`src/pmbus_handler_pkg.sv`:
```
// constants, command codes and defaults for the power-module command-data handler
//
// Summary of operation
// (RULE_01) output voltage words: unsigned 16-bit mantissa, value is mantissa over 4096
// (RULE_02) other words: top five bits signed exponent, low eleven bits signed mantissa
// (RULE_03) every two-byte word travels low byte first, then high byte
// (RULE_04) write protection on after power-up; command 0xD0 turns it off or on
// (RULE_05) command 0x11 copies all current settings into non-volatile memory
// (RULE_06) operation bit 7 enables output when set; default one
// (RULE_07) on/off config bit 3 clear means pin only; set means operation bit honoured
// (RULE_08) all on/off config bits except bit 3 always read as one
// (RULE_09) output on only while pin active, and operation bit 7 too when bit 3 set
// (RULE_10) input on/off thresholds use exponent -3, mantissa sign zero, storable
// (RULE_11) host keeps turn-on threshold at least 2 V above turn-off threshold
// (RULE_12) turn-on delay accepts 10 to 500 ms in 0.5 ms steps
// (RULE_13) rise time accepts 15 to 500 ms; both use exponent -1, positive, storable
// (RULE_14) output setpoint limited to 8.10 V through 13.20 V, step 2^-12 V
// (RULE_15) operation bits 5:2 pick nominal, margin low 0110 or margin high 1010
// (RULE_16) output voltage readback is unsigned mantissa with exponent -12
// (RULE_17) signed factory offset added to raw output voltage; offset readable
// (RULE_18) input voltage readback uses exponent -3, mantissa sign forced zero
// (RULE_19) input reading is raw times gain over 8192 plus offset in 125 mV steps
// (RULE_20) output current readback exponent -3, non-negative; below 20 A reads zero
// (RULE_21) output current reads zero while converter sinks current
// (RULE_22) current reading is raw times gain over 8192 plus offset in 125 mA steps
// (RULE_23) packet error code checked when supplied, appended to every response
// (RULE_24) bus clock stretch never longer than 35 ms
// (RULE_25) out-of-range or write-protected setting writes are dropped, values unchanged
package pmbus_handler_pkg;

	// command codes
	localparam logic [7:0] CMD_OPERATION     = 8'h01;
	localparam logic [7:0] CMD_ON_OFF_CONFIG = 8'h02;
	localparam logic [7:0] CMD_STORE_ALL     = 8'h11;
	localparam logic [7:0] CMD_VOUT_SET      = 8'h21;
	localparam logic [7:0] CMD_MARGIN_HIGH   = 8'h25;
	localparam logic [7:0] CMD_MARGIN_LOW    = 8'h26;
	localparam logic [7:0] CMD_VIN_ON        = 8'h35;
	localparam logic [7:0] CMD_VIN_OFF       = 8'h36;
	localparam logic [7:0] CMD_TURN_ON_DELAY_TIME     = 8'h60;
	localparam logic [7:0] CMD_OUTPUT_RISE_TIME      = 8'h61;
	localparam logic [7:0] CMD_READ_VIN      = 8'h88;
	localparam logic [7:0] CMD_READ_VOUT     = 8'h8b;
	localparam logic [7:0] CMD_READ_IOUT     = 8'h8c;
	localparam logic [7:0] CMD_WRITE_PROTECT = 8'hd0;
	localparam logic [7:0] CMD_VOUT_OFS      = 8'hd4;
	localparam logic [7:0] CMD_VIN_OFS       = 8'hd5;
	localparam logic [7:0] CMD_VIN_GAIN      = 8'hd6;
	localparam logic [7:0] CMD_IOUT_OFS      = 8'hd7;
	localparam logic [7:0] CMD_IOUT_GAIN     = 8'hd8;

	// command data lengths
	localparam logic [1:0] LEN_NONE    = 2'h0;
	localparam logic [1:0] LEN_BYTE    = 2'h1;
	localparam logic [1:0] LEN_WORD    = 2'h2;
	localparam logic [1:0] LEN_SEND    = 2'h3;

	// field positions and codes
	localparam int         OP_ON_BIT      = 7;
	localparam int         CFG_CMD_BIT    = 3;
	localparam int         WP_ON_BIT      = 0;
	localparam logic [7:0] CFG_FIXED_ONES = 8'hf7;
	localparam logic [3:0] MARGIN_LOW_SEL  = 4'h6;
	localparam logic [3:0] MARGIN_HIGH_SEL = 4'ha;
	localparam logic [4:0] EXP_M3          = 5'h1d;
	localparam logic [4:0] EXP_M1          = 5'h1f;
	localparam int         GAIN_SHIFT      = 13;
	localparam logic [9:0] MANT_MAX        = 10'h3ff;

	// limits: 8.10 V and 13.20 V in 2^-12 V, 10/15/500 ms in 0.5 ms, 20 A in 0.125 A
	localparam logic [15:0] VOUT_MIN       = 16'h819a;
	localparam logic [15:0] VOUT_MAX       = 16'hd333;
	localparam logic [10:0] DELAY_MIN      = 11'h014;
	localparam logic [10:0] RISE_MIN       = 11'h01e;
	localparam logic [10:0] TIME_MAX       = 11'h3e8;
	localparam logic [9:0]  IOUT_BLANK     = 10'h0a0;

	// reset values
	localparam logic [7:0]  OP_RESET       = 8'h80;
	localparam logic [7:0]  CFG_RESET      = 8'hff;
	localparam logic [7:0]  WP_RESET       = 8'h01;
	localparam logic [15:0] VOUT_RESET     = 16'hc000;
	localparam logic [15:0] MHIGH_RESET    = 16'hc800;
	localparam logic [15:0] MLOW_RESET     = 16'hb800;
	localparam logic [15:0] VIN_ON_RESET   = 16'he930;
	localparam logic [15:0] VIN_OFF_RESET  = 16'he920;
	localparam logic [15:0] DELAY_RESET    = 16'hf814;
	localparam logic [15:0] RISE_RESET     = 16'hf81e;
	localparam logic [15:0] GAIN_UNITY     = 16'h2000;
	localparam logic [15:0] LIN_ZERO_M3    = 16'he800;
	localparam logic [6:0]  ADDR_DEFAULT   = 7'h60;

endpackage : pmbus_handler_pkg

```
`src/pmbus_command_data_handler.sv`:
```
// command-data handler behind the module's management bus slave pins
`timescale 1ns/10ps
module pmbus_command_data_handler
	import pmbus_handler_pkg::*;
#(
	parameter logic [6:0]  DEVICE_ADDRESS = ADDR_DEFAULT,
	parameter logic        ON_OFF_NEG     = 1'b1,
	parameter logic [15:0] VOUT_CAL_OFS   = 16'h0000,
	parameter logic [15:0] VIN_CAL_GAIN   = GAIN_UNITY,
	parameter logic [15:0] VIN_CAL_OFS    = LIN_ZERO_M3,
	parameter logic [15:0] IOUT_CAL_GAIN  = GAIN_UNITY,
	parameter logic [15:0] IOUT_CAL_OFS   = LIN_ZERO_M3
)
(
	input  wire logic        clock,
	input  wire logic        reset,
	input  wire logic        clock_enable,
	input  wire logic        scl_in,
	output logic             scl_out,
	output logic             scl_oe,
	input  wire logic        sda_in,
	output logic             sda_out,
	output logic             sda_oe,
	input  wire logic        on_off_pin,
	input  wire logic [15:0] raw_vout,
	input  wire logic [15:0] raw_vin,
	input  wire logic [15:0] raw_iout,
	output logic             output_on,
	output logic [15:0]      vout_target,
	output logic [15:0]      vin_on_level,
	output logic [15:0]      vin_off_level,
	output logic [15:0]      delay_setting,
	output logic [15:0]      rise_setting,
	output logic             store_strobe
);

	typedef enum logic [2:0] {
		LINK_IDLE  = 3'b000,
		LINK_ADDR  = 3'b001,
		LINK_CMD   = 3'b010,
		LINK_WDATA = 3'b011,
		LINK_ACK   = 3'b100,
		LINK_RDATA = 3'b101,
		LINK_MACK  = 3'b110
	} link_state_t;

	// packet error code, polynomial x^8+x^2+x+1
	function automatic logic [7:0] crc8(input logic [7:0] c, input logic [7:0] d);
		logic [7:0] r;
		r = c ^ d;
		for (int i = 0; i < 8; i++)
			r = r[7] ? {r[6:0], 1'b0} ^ 8'h07 : {r[6:0], 1'b0};
		return r;
	endfunction : crc8

	// data length of each supported command, none for unknown codes
	function automatic logic [1:0] cmd_length(input logic [7:0] c);
		case (c)
			CMD_OPERATION, CMD_ON_OFF_CONFIG, CMD_WRITE_PROTECT: return LEN_BYTE;
			CMD_STORE_ALL: return LEN_SEND;
			CMD_VOUT_SET, CMD_MARGIN_HIGH, CMD_MARGIN_LOW, CMD_VIN_ON, CMD_VIN_OFF,
			CMD_TURN_ON_DELAY_TIME, CMD_OUTPUT_RISE_TIME, CMD_READ_VIN, CMD_READ_VOUT, CMD_READ_IOUT,
			CMD_VOUT_OFS, CMD_VIN_OFS, CMD_VIN_GAIN, CMD_IOUT_OFS, CMD_IOUT_GAIN:
				return LEN_WORD;
			default: return LEN_NONE;
		endcase
	endfunction : cmd_length

	// raw times gain over 8192 plus linear offset, clamped to a positive mantissa
	function automatic logic [9:0] gain_offset(input logic [15:0] raw, input logic [15:0] gain,
		input logic [15:0] ofs);
		logic [31:0]        prod;
		logic signed [20:0] sum;
		prod = raw * gain;
		sum  = $signed({2'b00, prod[31:GAIN_SHIFT]}) + $signed({{10{ofs[10]}}, ofs[10:0]});
		if (sum < 0)
			return 10'h000;
		else if (sum > $signed({11'h000, MANT_MAX}))
			return MANT_MAX;
		else
			return sum[9:0];
	endfunction : gain_offset

	////////////////////////////////////////////////////////////////////////////////
	// pin synchronisers

	logic scl_meta, scl_s, scl_q, sda_meta, sda_s, sda_q, pin_meta, pin_s;

	// two flops per pin; only the second stage, and for scl and sda its delayed copy, feed logic
	always_ff @(posedge clock or posedge reset)
		if (reset)
		begin
			{scl_meta, scl_s, scl_q} <= 3'h7;
			{sda_meta, sda_s, sda_q} <= 3'h7;
			{pin_meta, pin_s}        <= 2'h0;
		end
		else if (clock_enable)
		begin
			{scl_meta, scl_s, scl_q} <= {scl_in, scl_meta, scl_s};
			{sda_meta, sda_s, sda_q} <= {sda_in, sda_meta, sda_s};
			{pin_meta, pin_s}        <= {on_off_pin, pin_meta};
		end

	wire scl_rise = scl_s & ~scl_q;
	wire scl_fall = ~scl_s & scl_q;
	wire bus_start = scl_s & scl_q & sda_q & ~sda_s;
	wire bus_stop  = scl_s & scl_q & ~sda_q & sda_s;
	wire pin_on    = pin_s ^ ON_OFF_NEG;

	////////////////////////////////////////////////////////////////////////////////
	// settings and readings storage

	logic [7:0]  operation, on_off_cfg, write_protect;
	logic [15:0] vout_set, margin_high, margin_low;
	logic [15:0] vout_reading, vin_reading, iout_reading;
	logic        commit_pulse;
	logic [7:0]  commit_cmd, command;
	logic [15:0] commit_word;
	logic [15:0] read_word;
	wire         wp_active = write_protect[WP_ON_BIT];

	// readback word selected by the latched command
	always_comb
	begin
		read_word = 16'h0000;
		case (command)
			CMD_OPERATION:     read_word = {8'h00, operation};
			CMD_ON_OFF_CONFIG: read_word = {8'h00, on_off_cfg};
			CMD_WRITE_PROTECT: read_word = {8'h00, write_protect};
			CMD_VOUT_SET:      read_word = vout_set;
			CMD_MARGIN_HIGH:   read_word = margin_high;
			CMD_MARGIN_LOW:    read_word = margin_low;
			CMD_VIN_ON:        read_word = vin_on_level;
			CMD_VIN_OFF:       read_word = vin_off_level;
			CMD_TURN_ON_DELAY_TIME:     read_word = delay_setting;
			CMD_OUTPUT_RISE_TIME:      read_word = rise_setting;
			CMD_READ_VOUT:     read_word = vout_reading;
			CMD_READ_VIN:      read_word = vin_reading;
			CMD_READ_IOUT:     read_word = iout_reading;
			CMD_VOUT_OFS:      read_word = VOUT_CAL_OFS;     // [RULE_17]
			CMD_VIN_OFS:       read_word = VIN_CAL_OFS;
			CMD_VIN_GAIN:      read_word = VIN_CAL_GAIN;
			CMD_IOUT_OFS:      read_word = IOUT_CAL_OFS;
			CMD_IOUT_GAIN:     read_word = IOUT_CAL_GAIN;
			default:           read_word = 16'h0000;
		endcase
	end

	// corrected readings, refreshed every cycle; a read snapshots them at the read address
	logic signed [17:0] vout_sum;
	assign vout_sum = $signed({2'b00, raw_vout}) + $signed({{2{VOUT_CAL_OFS[15]}}, VOUT_CAL_OFS});
	logic [9:0] iout_mant;
	assign iout_mant = gain_offset(raw_iout, IOUT_CAL_GAIN, IOUT_CAL_OFS);   // [RULE_22]

	always_ff @(posedge clock or posedge reset)
		if (reset)
		begin
			vout_reading <= 16'h0000;
			vin_reading  <= LIN_ZERO_M3;
			iout_reading <= LIN_ZERO_M3;
		end
		else if (clock_enable)
		begin
			// unsigned result, clamped so the offset cannot wrap it [RULE_16] [RULE_17]
			vout_reading <= vout_sum[17] ? 16'h0000 : vout_sum[16] ? 16'hffff : vout_sum[15:0];
			vin_reading  <= {EXP_M3, 1'b0, gain_offset(raw_vin, VIN_CAL_GAIN, VIN_CAL_OFS)}; // [RULE_18] [RULE_19]
			// sinking current or a reading under the blanking level shows zero [RULE_20] [RULE_21]
			if (raw_iout[15] || iout_mant < IOUT_BLANK)
				iout_reading <= {EXP_M3, 11'h000};
			else
				iout_reading <= {EXP_M3, 1'b0, iout_mant};
		end

	// setting writes: write protection gates every change but write_protect and the store strobe; range checks gate vout_set and times, format checks vin levels
	always_ff @(posedge clock or posedge reset)
		if (reset)
		begin
			operation     <= OP_RESET;                       // [RULE_06]
			on_off_cfg    <= CFG_RESET;
			write_protect <= WP_RESET;                       // [RULE_04]
			vout_set      <= VOUT_RESET;
			margin_high   <= MHIGH_RESET;
			margin_low    <= MLOW_RESET;
			vin_on_level  <= VIN_ON_RESET;
			vin_off_level <= VIN_OFF_RESET;
			delay_setting <= DELAY_RESET;
			rise_setting  <= RISE_RESET;
			store_strobe  <= 1'b0;
		end
		else if (clock_enable)
		begin
			store_strobe <= 1'b0;
			if (commit_pulse)
				case (commit_cmd)
					CMD_WRITE_PROTECT: write_protect <= commit_word[7:0]; // [RULE_04]
					CMD_STORE_ALL:     store_strobe <= 1'b1;              // [RULE_05]
					CMD_OPERATION:     if (!wp_active) operation <= commit_word[7:0]; // [RULE_25]
					CMD_ON_OFF_CONFIG:
						if (!wp_active)
							on_off_cfg <= commit_word[7:0] | CFG_FIXED_ONES; // [RULE_08]
					CMD_VOUT_SET:
						if (!wp_active && commit_word >= VOUT_MIN && commit_word <= VOUT_MAX)
							vout_set <= commit_word;                   // [RULE_14] [RULE_01]
					CMD_MARGIN_HIGH:   if (!wp_active) margin_high <= commit_word;
					CMD_MARGIN_LOW:    if (!wp_active) margin_low <= commit_word;
					CMD_VIN_ON:
						if (!wp_active && commit_word[15:10] == {EXP_M3, 1'b0})
							vin_on_level <= commit_word;               // [RULE_10] [RULE_02]
					CMD_VIN_OFF:
						if (!wp_active && commit_word[15:10] == {EXP_M3, 1'b0})
							vin_off_level <= commit_word;              // [RULE_10]
					CMD_TURN_ON_DELAY_TIME:
						if (!wp_active && commit_word[15:11] == EXP_M1 &&
							commit_word[10:0] >= DELAY_MIN && commit_word[10:0] <= TIME_MAX)
							delay_setting <= commit_word;              // [RULE_12]
					CMD_OUTPUT_RISE_TIME:
						if (!wp_active && commit_word[15:11] == EXP_M1 &&
							commit_word[10:0] >= RISE_MIN && commit_word[10:0] <= TIME_MAX)
							rise_setting <= commit_word;               // [RULE_13]
					default: ;
				endcase
		end

	// output gating and margin selection, registered straight to the ports
	always_ff @(posedge clock or posedge reset)
		if (reset)
		begin
			output_on   <= 1'b0;
			vout_target <= VOUT_RESET;
		end
		else if (clock_enable)
		begin
			output_on <= pin_on && (!on_off_cfg[CFG_CMD_BIT] || operation[OP_ON_BIT]); // [RULE_07] [RULE_09]
			if (operation[5:2] == MARGIN_LOW_SEL)
				vout_target <= margin_low;                     // [RULE_15]
			else if (operation[5:2] == MARGIN_HIGH_SEL)
				vout_target <= margin_high;
			else
				vout_target <= vout_set;
		end

	////////////////////////////////////////////////////////////////////////////////
	// bus slave: byte engine with ack, packet error code and write commit

	link_state_t link_state, after_ack;
	logic [3:0]  bit_cnt;
	logic [7:0]  shift_in, tx_byte, crc;
	logic [15:0] tx_word, wbuf;
	logic [1:0]  tx_index, rx_count;
	logic        cmd_valid, write_open, mack_seen;
	logic [7:0]  next_tx_byte;
	wire  [1:0]  cur_len = cmd_length(command);
	wire  [1:0]  exp_cnt = (cur_len == LEN_SEND) ? 2'h0 : cur_len;
	wire         tx_is_data = tx_index < exp_cnt;

	// data bytes low first, then the error code [RULE_03] [RULE_23]
	always_comb
		next_tx_byte = !tx_is_data ? crc : (tx_index == 2'h0) ? tx_word[7:0] : tx_word[15:8];

	always_ff @(posedge clock or posedge reset)
		if (reset)
		begin
			link_state   <= LINK_IDLE;
			after_ack    <= LINK_IDLE;
			bit_cnt      <= 4'h0;
			shift_in     <= 8'h00;
			tx_byte      <= 8'h00;
			tx_word      <= 16'h0000;
			tx_index     <= 2'h0;
			command      <= 8'h00;
			crc          <= 8'h00;
			wbuf         <= 16'h0000;
			rx_count     <= 2'h0;
			cmd_valid    <= 1'b0;
			write_open   <= 1'b0;
			mack_seen    <= 1'b0;
			sda_oe       <= 1'b0;
			commit_pulse <= 1'b0;
			commit_cmd   <= 8'h00;
			commit_word  <= 16'h0000;
		end
		else if (clock_enable)
		begin
			commit_pulse <= 1'b0;
			if (bus_start)
			begin
				link_state <= LINK_ADDR;
				bit_cnt    <= 4'h0;
				sda_oe     <= 1'b0;
			end
			else if (bus_stop)
			begin
				// commit with exact length, or length plus a matching error code [RULE_23]
				if (write_open && (rx_count == exp_cnt || (rx_count == exp_cnt + 2'h1 && crc == 8'h00)))
				begin
					commit_pulse <= 1'b1;
					commit_cmd   <= command;
					commit_word  <= wbuf;
				end
				write_open <= 1'b0;
				link_state <= LINK_IDLE;
				sda_oe     <= 1'b0;
			end
			else if (scl_rise)
			begin
				if (link_state == LINK_MACK)
					mack_seen <= ~sda_s;
				else if (link_state inside {LINK_ADDR, LINK_CMD, LINK_WDATA})
				begin
					shift_in <= {shift_in[6:0], sda_s};
					bit_cnt  <= bit_cnt + 4'h1;
				end
			end
			else if (scl_fall)
				case (link_state)
					LINK_ADDR, LINK_CMD, LINK_WDATA:
						if (bit_cnt == 4'h8)
						begin
							bit_cnt    <= 4'h0;
							link_state <= LINK_ACK;
							sda_oe     <= 1'b1;
							if (link_state == LINK_ADDR)
							begin
								if (shift_in[7:1] != DEVICE_ADDRESS)
								begin
									link_state <= LINK_IDLE;
									sda_oe     <= 1'b0;
								end
								else if (!shift_in[0])
								begin
									crc        <= crc8(8'h00, shift_in);
									cmd_valid  <= 1'b0;
									write_open <= 1'b0;
									after_ack  <= LINK_CMD;
								end
								else if (cmd_valid && (cur_len == LEN_BYTE || cur_len == LEN_WORD))
								begin
									crc        <= crc8(crc, shift_in);
									tx_word    <= read_word;
									tx_index   <= 2'h0;
									write_open <= 1'b0;
									after_ack  <= LINK_RDATA;
								end
								else
								begin
									link_state <= LINK_IDLE;
									sda_oe     <= 1'b0;
								end
							end
							else if (link_state == LINK_CMD)
							begin
								if (cmd_length(shift_in) == LEN_NONE)
								begin
									link_state <= LINK_IDLE;
									sda_oe     <= 1'b0;
								end
								else
								begin
									crc        <= crc8(crc, shift_in);
									command    <= shift_in;
									cmd_valid  <= 1'b1;
									write_open <= 1'b1;
									rx_count   <= 2'h0;
									after_ack  <= LINK_WDATA;
								end
							end
							else if (rx_count == 2'h3)
							begin
								link_state <= LINK_IDLE;
								sda_oe     <= 1'b0;
								write_open <= 1'b0;
							end
							else
							begin
								crc      <= crc8(crc, shift_in);
								rx_count <= rx_count + 2'h1;
								if (rx_count == 2'h0)
									wbuf[7:0] <= shift_in;             // [RULE_03]
								else if (rx_count == 2'h1)
									wbuf[15:8] <= shift_in;
								after_ack <= LINK_WDATA;
							end
						end
					LINK_ACK, LINK_MACK:
						if (link_state == LINK_MACK && !mack_seen)
						begin
							link_state <= LINK_IDLE;
							sda_oe     <= 1'b0;
						end
						else if (after_ack == LINK_RDATA || link_state == LINK_MACK)
						begin
							link_state <= LINK_RDATA;
							tx_byte    <= next_tx_byte;
							sda_oe     <= ~next_tx_byte[7];
							bit_cnt    <= 4'h1;
							tx_index   <= (tx_index == 2'h3) ? tx_index : tx_index + 2'h1;
							if (tx_is_data)
								crc <= crc8(crc, next_tx_byte);
						end
						else
						begin
							link_state <= after_ack;
							sda_oe     <= 1'b0;
						end
					LINK_RDATA:
						if (bit_cnt == 4'h8)
						begin
							sda_oe     <= 1'b0;
							link_state <= LINK_MACK;
						end
						else
						begin
							tx_byte <= {tx_byte[6:0], 1'b0};
							sda_oe  <= ~tx_byte[6];
							bit_cnt <= bit_cnt + 4'h1;
						end
					default: ;
				endcase
		end

	// the slave never stretches the clock, so no low period can near the limit
	always_ff @(posedge clock or posedge reset)
		if (reset)
		begin
			scl_out <= 1'b0;
			scl_oe  <= 1'b0;                                   // [RULE_24]
			sda_out <= 1'b0;
		end
		else if (clock_enable)
		begin
			scl_out <= 1'b0;
			scl_oe  <= 1'b0;
			sda_out <= 1'b0;
		end
endmodule : pmbus_command_data_handler

```
`config.mk`:
```
export PLATFORM = sky130hd
export DESIGN_NAME = pmbus_command_data_handler
export DESIGN_NICKNAME = d
export VERILOG_FILES = /design/src/pmbus_handler_pkg.sv /design/src/pmbus_command_data_handler.sv
export SDC_FILE = /design/constraint.sdc
export NUM_CORES = 1
export LEC_CHECK = 0
export BUFFER_PORTS_ARGS = -buffer_cell sky130_fd_sc_hd__buf_2
export CAP_MARGIN = 15
export CELL_PAD_IN_SITES_DETAIL_PLACEMENT = 1
export CELL_PAD_IN_SITES_GLOBAL_PLACEMENT = 2
export CORE_ASPECT_RATIO = 0.8
export CORE_MARGIN = 3
export CORE_UTILIZATION = 36
export CTS_CLUSTER_DIAMETER = 60
export DETAILED_ROUTE_END_ITERATION = 6
export PLACE_DENSITY_LB_ADDON = 0.1
export SETUP_SLACK_MARGIN = 0.05
export SYNTH_ARGS = -nofsm -noshare
export SYNTH_HDL_FRONTEND = slang
export SYNTH_SLANG_ARGS = --single-unit
```
`constraint.sdc`:
```
create_clock -name clock -period 9.45 [get_ports clock]
set_input_delay 1.4175 -clock clock [delete_from_list [all_inputs] [get_ports clock]]
set_output_delay 1.4175 -clock clock [all_outputs]
set_load 0.01 [all_outputs]
```
* Yosys cells after proc, flatten, opt, wreduce, memory -nomap -nowiden
Cells that the tools add are included.
** Operators by class
- $add $sub $neg :: 4
- $lt $le $gt $ge :: 11
- Equal/unequal tests :: 106
- Mux-type cells :: 145
- Bitwise operators :: 51
- Reduce and logical (&&, ||, !) cells :: 72
** Operators by type and width (count)
- 16-bit case mux with 15 select lines :: 1
- 8-bit == test, second input constant :: 19
- 3-bit 2-to-1 mux :: 46
- 8-bit by 6-bit == test with 1-bit output, second input constant :: 15
- 8-bit 2-to-1 mux :: 13
- 3-bit NOT :: 24
- 10-bit 2-to-1 mux :: 5
- 8-bit by 7-bit == test with 1-bit output, second input constant :: 6
- 11-bit AND reduction :: 4
- 2-bit 2-to-1 mux :: 21
- 4-bit 2-to-1 mux :: 10
- 4-bit != test, second input constant :: 10
- 10-bit AND reduction :: 4
- 4-bit AND reduction :: 10
- 1-bit 2-to-1 mux :: 36
- 16-bit by 10-bit greater-than comparator with 1-bit output, second input constant :: 2
- 16-bit by 1-bit less-than comparator with 1-bit output, second input constant :: 2
- 16-bit 2-to-1 mux :: 2
- 2-bit != test, second input constant :: 16
- 15-bit OR reduction :: 2
- 14-bit AND reduction :: 2
- 8-bit by 1-bit == test with 1-bit output, second input constant :: 3
- 8-bit by 2-bit == test with 1-bit output, second input constant :: 3
- 8-bit by 5-bit == test with 1-bit output, second input constant :: 3
- 51 further kinds :: 130
** Word-level totals
- Bits in registers :: 303
- Output and inout bits :: 86
- Logic and storage cells :: 432

* Logic depth before layout (Yosys ltp)
- Depth after elaboration :: 28
- Depth in mapped cells :: 15
- Gate-level depth less buffers :: 13

* Worst setup path before layout
Ideal clock, no wire load.
- Path type :: reg-to-reg
- Start :: register command[3]
- End :: register commit_word[0]
- Setup time :: 0.125 ns
- Arrival :: 3.289 ns
- Data required time :: 9.325 ns
- Path slack :: 6.037 ns
- Stages on the path, launching flop included :: 15
- Buffers on the path :: 3
- Clock period less this slack :: 3.413 ns
- Cell sequence :: dfrtp_1 clkbuf_1 nor4bb_1 clkbuf_1 a21oi_1 o211ai_1 or2_2 inv_1 ha_1 xor2_1 nand3_1 o22ai_1 o211ai_1 buf_2 mux2_2
** On the way
- Word-level cells in the longest chain between the ends :: 11
- Elaborated cells on any way between the ends :: 31
- Those cells by class :: add/sub (1); eq/ne (22); mux (2); reduce/logical (6)
** RTL lines
- from (decl) :: RTL line pmbus_command_data_handler.sv:117 : logic [7:0] commit_cmd, command;
- from (signal assigned) :: RTL line pmbus_command_data_handler.sv:360 : command <= shift_in;
- 8-bit by 6-bit == test with 1-bit output (tied with other cells) :: RTL line pmbus_command_data_handler.sv:58 : case (c)
- 15-bit OR reduction or 3-bit OR reduction (tied branches) :: RTL line pmbus_command_data_handler.sv:58
- 2-bit case mux with 3 select lines (*) :: RTL line pmbus_command_data_handler.sv:58
- 2-bit == test :: RTL line pmbus_command_data_handler.sv:253 : wire [1:0] exp_cnt = (cur_len == LEN_SEND) ? 2'h0 : cur_len;
- 2-bit 2-to-1 mux (*) :: RTL line pmbus_command_data_handler.sv:253
- 2-bit by 1-bit adder with 2-bit output :: RTL line pmbus_command_data_handler.sv:294 : if (write_open && (rx_count == exp_cnt || (rx_count == exp_cnt + 2'h1 && crc == 8'h00)))
- 2-bit == test :: RTL line pmbus_command_data_handler.sv:294
- 1-bit logical AND :: RTL line pmbus_command_data_handler.sv:294
- 1-bit logical OR (*) :: RTL line pmbus_command_data_handler.sv:294
- 1-bit logical AND (*) :: RTL line pmbus_command_data_handler.sv:294
- 4-bit AND reduction (no source line) (*)
- to (signal assigned) :: RTL line pmbus_command_data_handler.sv:298 : commit_word <= wbuf;
- to (decl) :: RTL line pmbus_command_data_handler.sv:118 : logic [15:0] commit_word;
Mark *: on every way between the ends. The rest lies on a longest branch, timed or not.
A chain may end at the register's enable or synchronous reset.

* Final worst setup path
- Start :: register command[5]
- End :: register tx_word[3]
** On the way
- Word-level cells in the longest chain between the ends :: 7
- Elaborated cells on any way between the ends :: 30
- Those cells by class :: eq/ne (21); mux (2); reduce/logical (7)
** RTL lines
- 8-bit by 6-bit == test with 1-bit output (tied with other cells) :: RTL line pmbus_command_data_handler.sv:58, pmbus_command_data_handler.sv:126
- 15-bit OR reduction or 3-bit OR reduction (tied branches) :: RTL line pmbus_command_data_handler.sv:58
- 2-bit case mux with 3 select lines :: RTL line pmbus_command_data_handler.sv:58
- 2-bit by 1-bit == test with 1-bit output or 2-bit == test (tied branches) :: RTL line pmbus_command_data_handler.sv:336 : else if (cmd_valid && (cur_len == LEN_BYTE || cur_len == LEN_WORD))
- 1-bit logical OR :: RTL line pmbus_command_data_handler.sv:336
- 1-bit logical AND :: RTL line pmbus_command_data_handler.sv:336
- 11-bit AND reduction (no source line)
- to (signal assigned) :: RTL line pmbus_command_data_handler.sv:339 : tx_word <= read_word;
- to (decl) :: RTL line pmbus_command_data_handler.sv:248 : logic [15:0] tx_word, wbuf;
Several ways; a longest one is shown, not always the timed one.

==> impl_metrics.csv <==
group,metric,value,unit
status,outcome,"finished clean",
worst_setup_path,crit_fanout,27,
final_layout,num_antenna_cells,0,
route,drtPass1Iterations,5,
placement,dp_hpwl,36710,um
timing,setup_tns,0,ns
floorplan,fp-row-count,67,
timing,relSlewSlack,22.38,%
worst_setup_path,arrival,5.15,ns
floorplan,fp.dieH,191.6,um
logic_synthesis,synth-async-reset-ratio,100.0,%
worst_setup_path,worstSetupStartpointType,"flip-flop",
final_layout,fin_area,18090,um2
placement,place_ws,4.638,ns
floorplan,die-area,45590,um2
logic_synthesis,ys_warn_count,0,
power_and_ir_drop,combPwrFrac,6.3,%
route,drt-total-wl,51420,um
global_route,grt_pass1_wl,78000,um
logic_synthesis,yosysTopAreaCell,"dfrtp_1",
timing,hold_ws,0.4803,ns
route,drc,0,
clock_network,clk_path_buf_depth,3,
route,drtIter0Drc,825,
worst_setup_path,setup.worst_path.end_class,"flip-flop",
worst_setup_path,cp.required,9.87,ns
global_route,grt_max_degree,152,
timing,drv_slew,0,
logic_synthesis,yosysTopAreaCellShare,40.05,%
clock_network,cts_hold_buf,0,
min_path,hold_class,"flip-flop to flip-flop",
logic_synthesis,synth_area,15500,um2
floorplan,coreArea,42170,um2
power_and_ir_drop,power.share.sequential,43.4,%
clock_network,clkSinkCount,297,
power_and_ir_drop,vdd_drop_max,0.09722,mV
placement,gp_congestion,0.8487,
logic_synthesis,yosys-top-cells-count,"dfrtp_1 (248), mux2_2 (191), nand2_1 (112), o21ai_0 (79), nor2_1 (75)",
clock_network,cts_setup_buffers,0,
floorplan,start_util,36.75,%
min_path,hold_path_depth,2,
timing,setup_viol,0,
logic_synthesis,ys_seq_area_share,48.35,%
route,wl_per_cell,24.71,um
clock_network,root_buffer,"clkbuf_16",
final_layout,fill_cells,4587,
power_and_ir_drop,clkPwrFrac,50.3,%
global_route,grt_pass1_vias,11980,
worst_setup_path,reg2regPathDepth,10,
final_layout,fin_nets,1583,
logic_synthesis,ys_ff_latch,297,
clock_network,cts_buffers,36,
logic_synthesis,synth_enable_flop_cells,0,
floorplan,die_x,238.0,um
clock_network,clkLatencyLatePin,0.54,ns
min_path,hold_start,"sda_oe$_DFFE_PP0P_",
logic_synthesis,synthDistinctLibCells,79,
route,vias,11560,
power_and_ir_drop,totalPowerFinal,0.003096,W
global_route,antenna_found_initial,0,
worst_setup_path,critPathLaunch,"command[5]$_DFFE_PP0P_",
floorplan,io_pins,140,
worst_setup_path,regToRegStartpoint,"command[5]$_DFFE_PP0P_",
clock_network,tritoncts,"built",
timing,hold_viol,0,
power_and_ir_drop,p_leak,8.158,nW
timing,finalCritPeriodShare,50.04,%
placement,port_buffers,136,
timing,setup_slack,4.721,ns
clock_network,htree_levels,2,
logic_synthesis,synth_flop_cell,"dfrtp_1",
route,ant_nets,0,
flow_run,max_cap_violations,0,
global_route,grt_usage,22.53,%
final_layout,syn_to_final_growth,16.76,%
logic_synthesis,synth_cells,1393,
worst_setup_path,crit_type,"flip-flop to flip-flop",
power_and_ir_drop,power_switching,0.0007371,W
placement,placed_area,16750,um2
timing,rsz0062_at_grt,"false",
timing,fmax,211.5,MHz
logic_synthesis,synth_area_leaders,"dfrtp_1 (40%), mux2_2 (14%), dfstp_2 (8.3%)",
power_and_ir_drop,p_per_area,171.1,nW/um2
clock_network,cts_resized,0,
global_route,grt_remaining_overflow,0,
power_and_ir_drop,sw_frac_of_total,23.81,%
logic_synthesis,avgSynthCellArea,11.13,um2
logic_synthesis,yosysMostFrequentCell,"dfrtp_1",
timing,tightest_slew,1.163,ns
timing,clock_skew,0.02998,ns
route,vias_per_cell,5.557,
power_and_ir_drop,internal_power,0.002359,W
timing,layout_min_cycle_time,4.729,ns
clock_network,clk_pin_slew,0.06,ns
final_layout,drive_above_1_share,32.37,%
## layout by cell type (no fill, tap or decap), types with 17 or more instances in the layout
cell type and n:
buf_4 25, buf_2 135, dfstp_2 49, o22ai_1 27, mux2i_1 59, mux2_2 191, nor2_1 75, a21oi_1 37
inv_1 44, nor3_1 17, dfrtp_1 248, a22oi_1 35, o21ai_0 79, nand2_1 112, a211oi_1 18, nand2b_1 30
ha_1 27, clkbuf_16 39, xnor2_1 36
## power by group through the flow
stage / logic [W] / registers (W) / clock network [W]
global placement: 0.000194 / 0.00137 / 0
global route: 0.000219 / 0.00135 / 0.00165
finish: 0.000194 / 0.00134 / 0.00156
detailed placement: 0.000196 / 0.00137 / 0
floorplan: 0.000148 / 0.00135 / 0
CTS: 0.000198 / 0.00134 / 0.00159
## cell type report
cell class                 instances  area [um2]  area share, %
clock buffer                      50        1087          6.009
clock inverter                    15       255.2          1.411
inverter                          45       172.7         0.9542
multi-input combinational        961        7512          41.52
sequential                       297        7493          41.41
tap                              552       690.7          3.817
timing repair buffer             161       883.3          4.882
## kinds of logic after synthesis
logic type | Yosys count | synth area share, %
AO/OA/AOI/OAI | 270 | 11.59
XOR/XNOR | 54 | 3.762
adder cells (fa/ha/maj) | 27 | 2.180
buffers and inverters | 137 | 3.577
flip-flops | 297 | 48.35
multiplexers | 261 | 18.49
other | 1 | 0.02420
AND/OR/NAND/NOR | 346 | 12.03
## metal layers
metal	vias to the layer above	track usage (%)	wire [um]
met5	-	0	0
met4	0	3.417	647
met3	46	3.359	2217
met2	261	33.64	21960
met1	6031	35.10	26600
li1	5226	-	-
## state kept, by name, summed over array words and instances (netlist names), 16 cells and up
name	count
commit_word	16
delay_setting	16
margin_high	16
margin_low	16
rise_setting	16
tx_word	16
vin_off_level	16
vin_on_level	16
vout_reading	16
vout_set	16
vout_target	16
wbuf	16
## stage by stage
step / utilization (%) / instances
floorplan: - / 1395
global placement: 39.73 / 2016
detailed placement: 39.73 / 2016
CTS: 42.91 / 2081
global route: 42.91 / 2081
finish: 42.91 / 2081
## worst paths after layout
kind | end | slack (ns)
worst max register to register | tx_word[3]$_DFFE_PP0P_ | 4.72
min in group asynchronous | bit_cnt[1]$_DFFE_PP0P_ | 1.06
max in group asynchronous | command[7]$_DFFE_PP0P_ | 6.72
worst min-delay path | sda_oe$_DFFE_PP0P_ | 0.48
worst max-delay path | tx_word[3]$_DFFE_PP0P_ | 4.72
worst min register to register | sda_oe$_DFFE_PP0P_ | 0.48
## critical path, stage by stage (launching register included)
cell and delay (ns):
dfrtp_1 0.98, nor3b_1 0.35, nand3_1 0.50, o211ai_1 0.33
or2_2 0.18, ha_1 0.26, nand2b_1 0.17, nor4b_1 0.34
nand3_1 0.72, o21bai_1 0.50, o21ai_0 0.27
(Power assumes the default switching activity.)
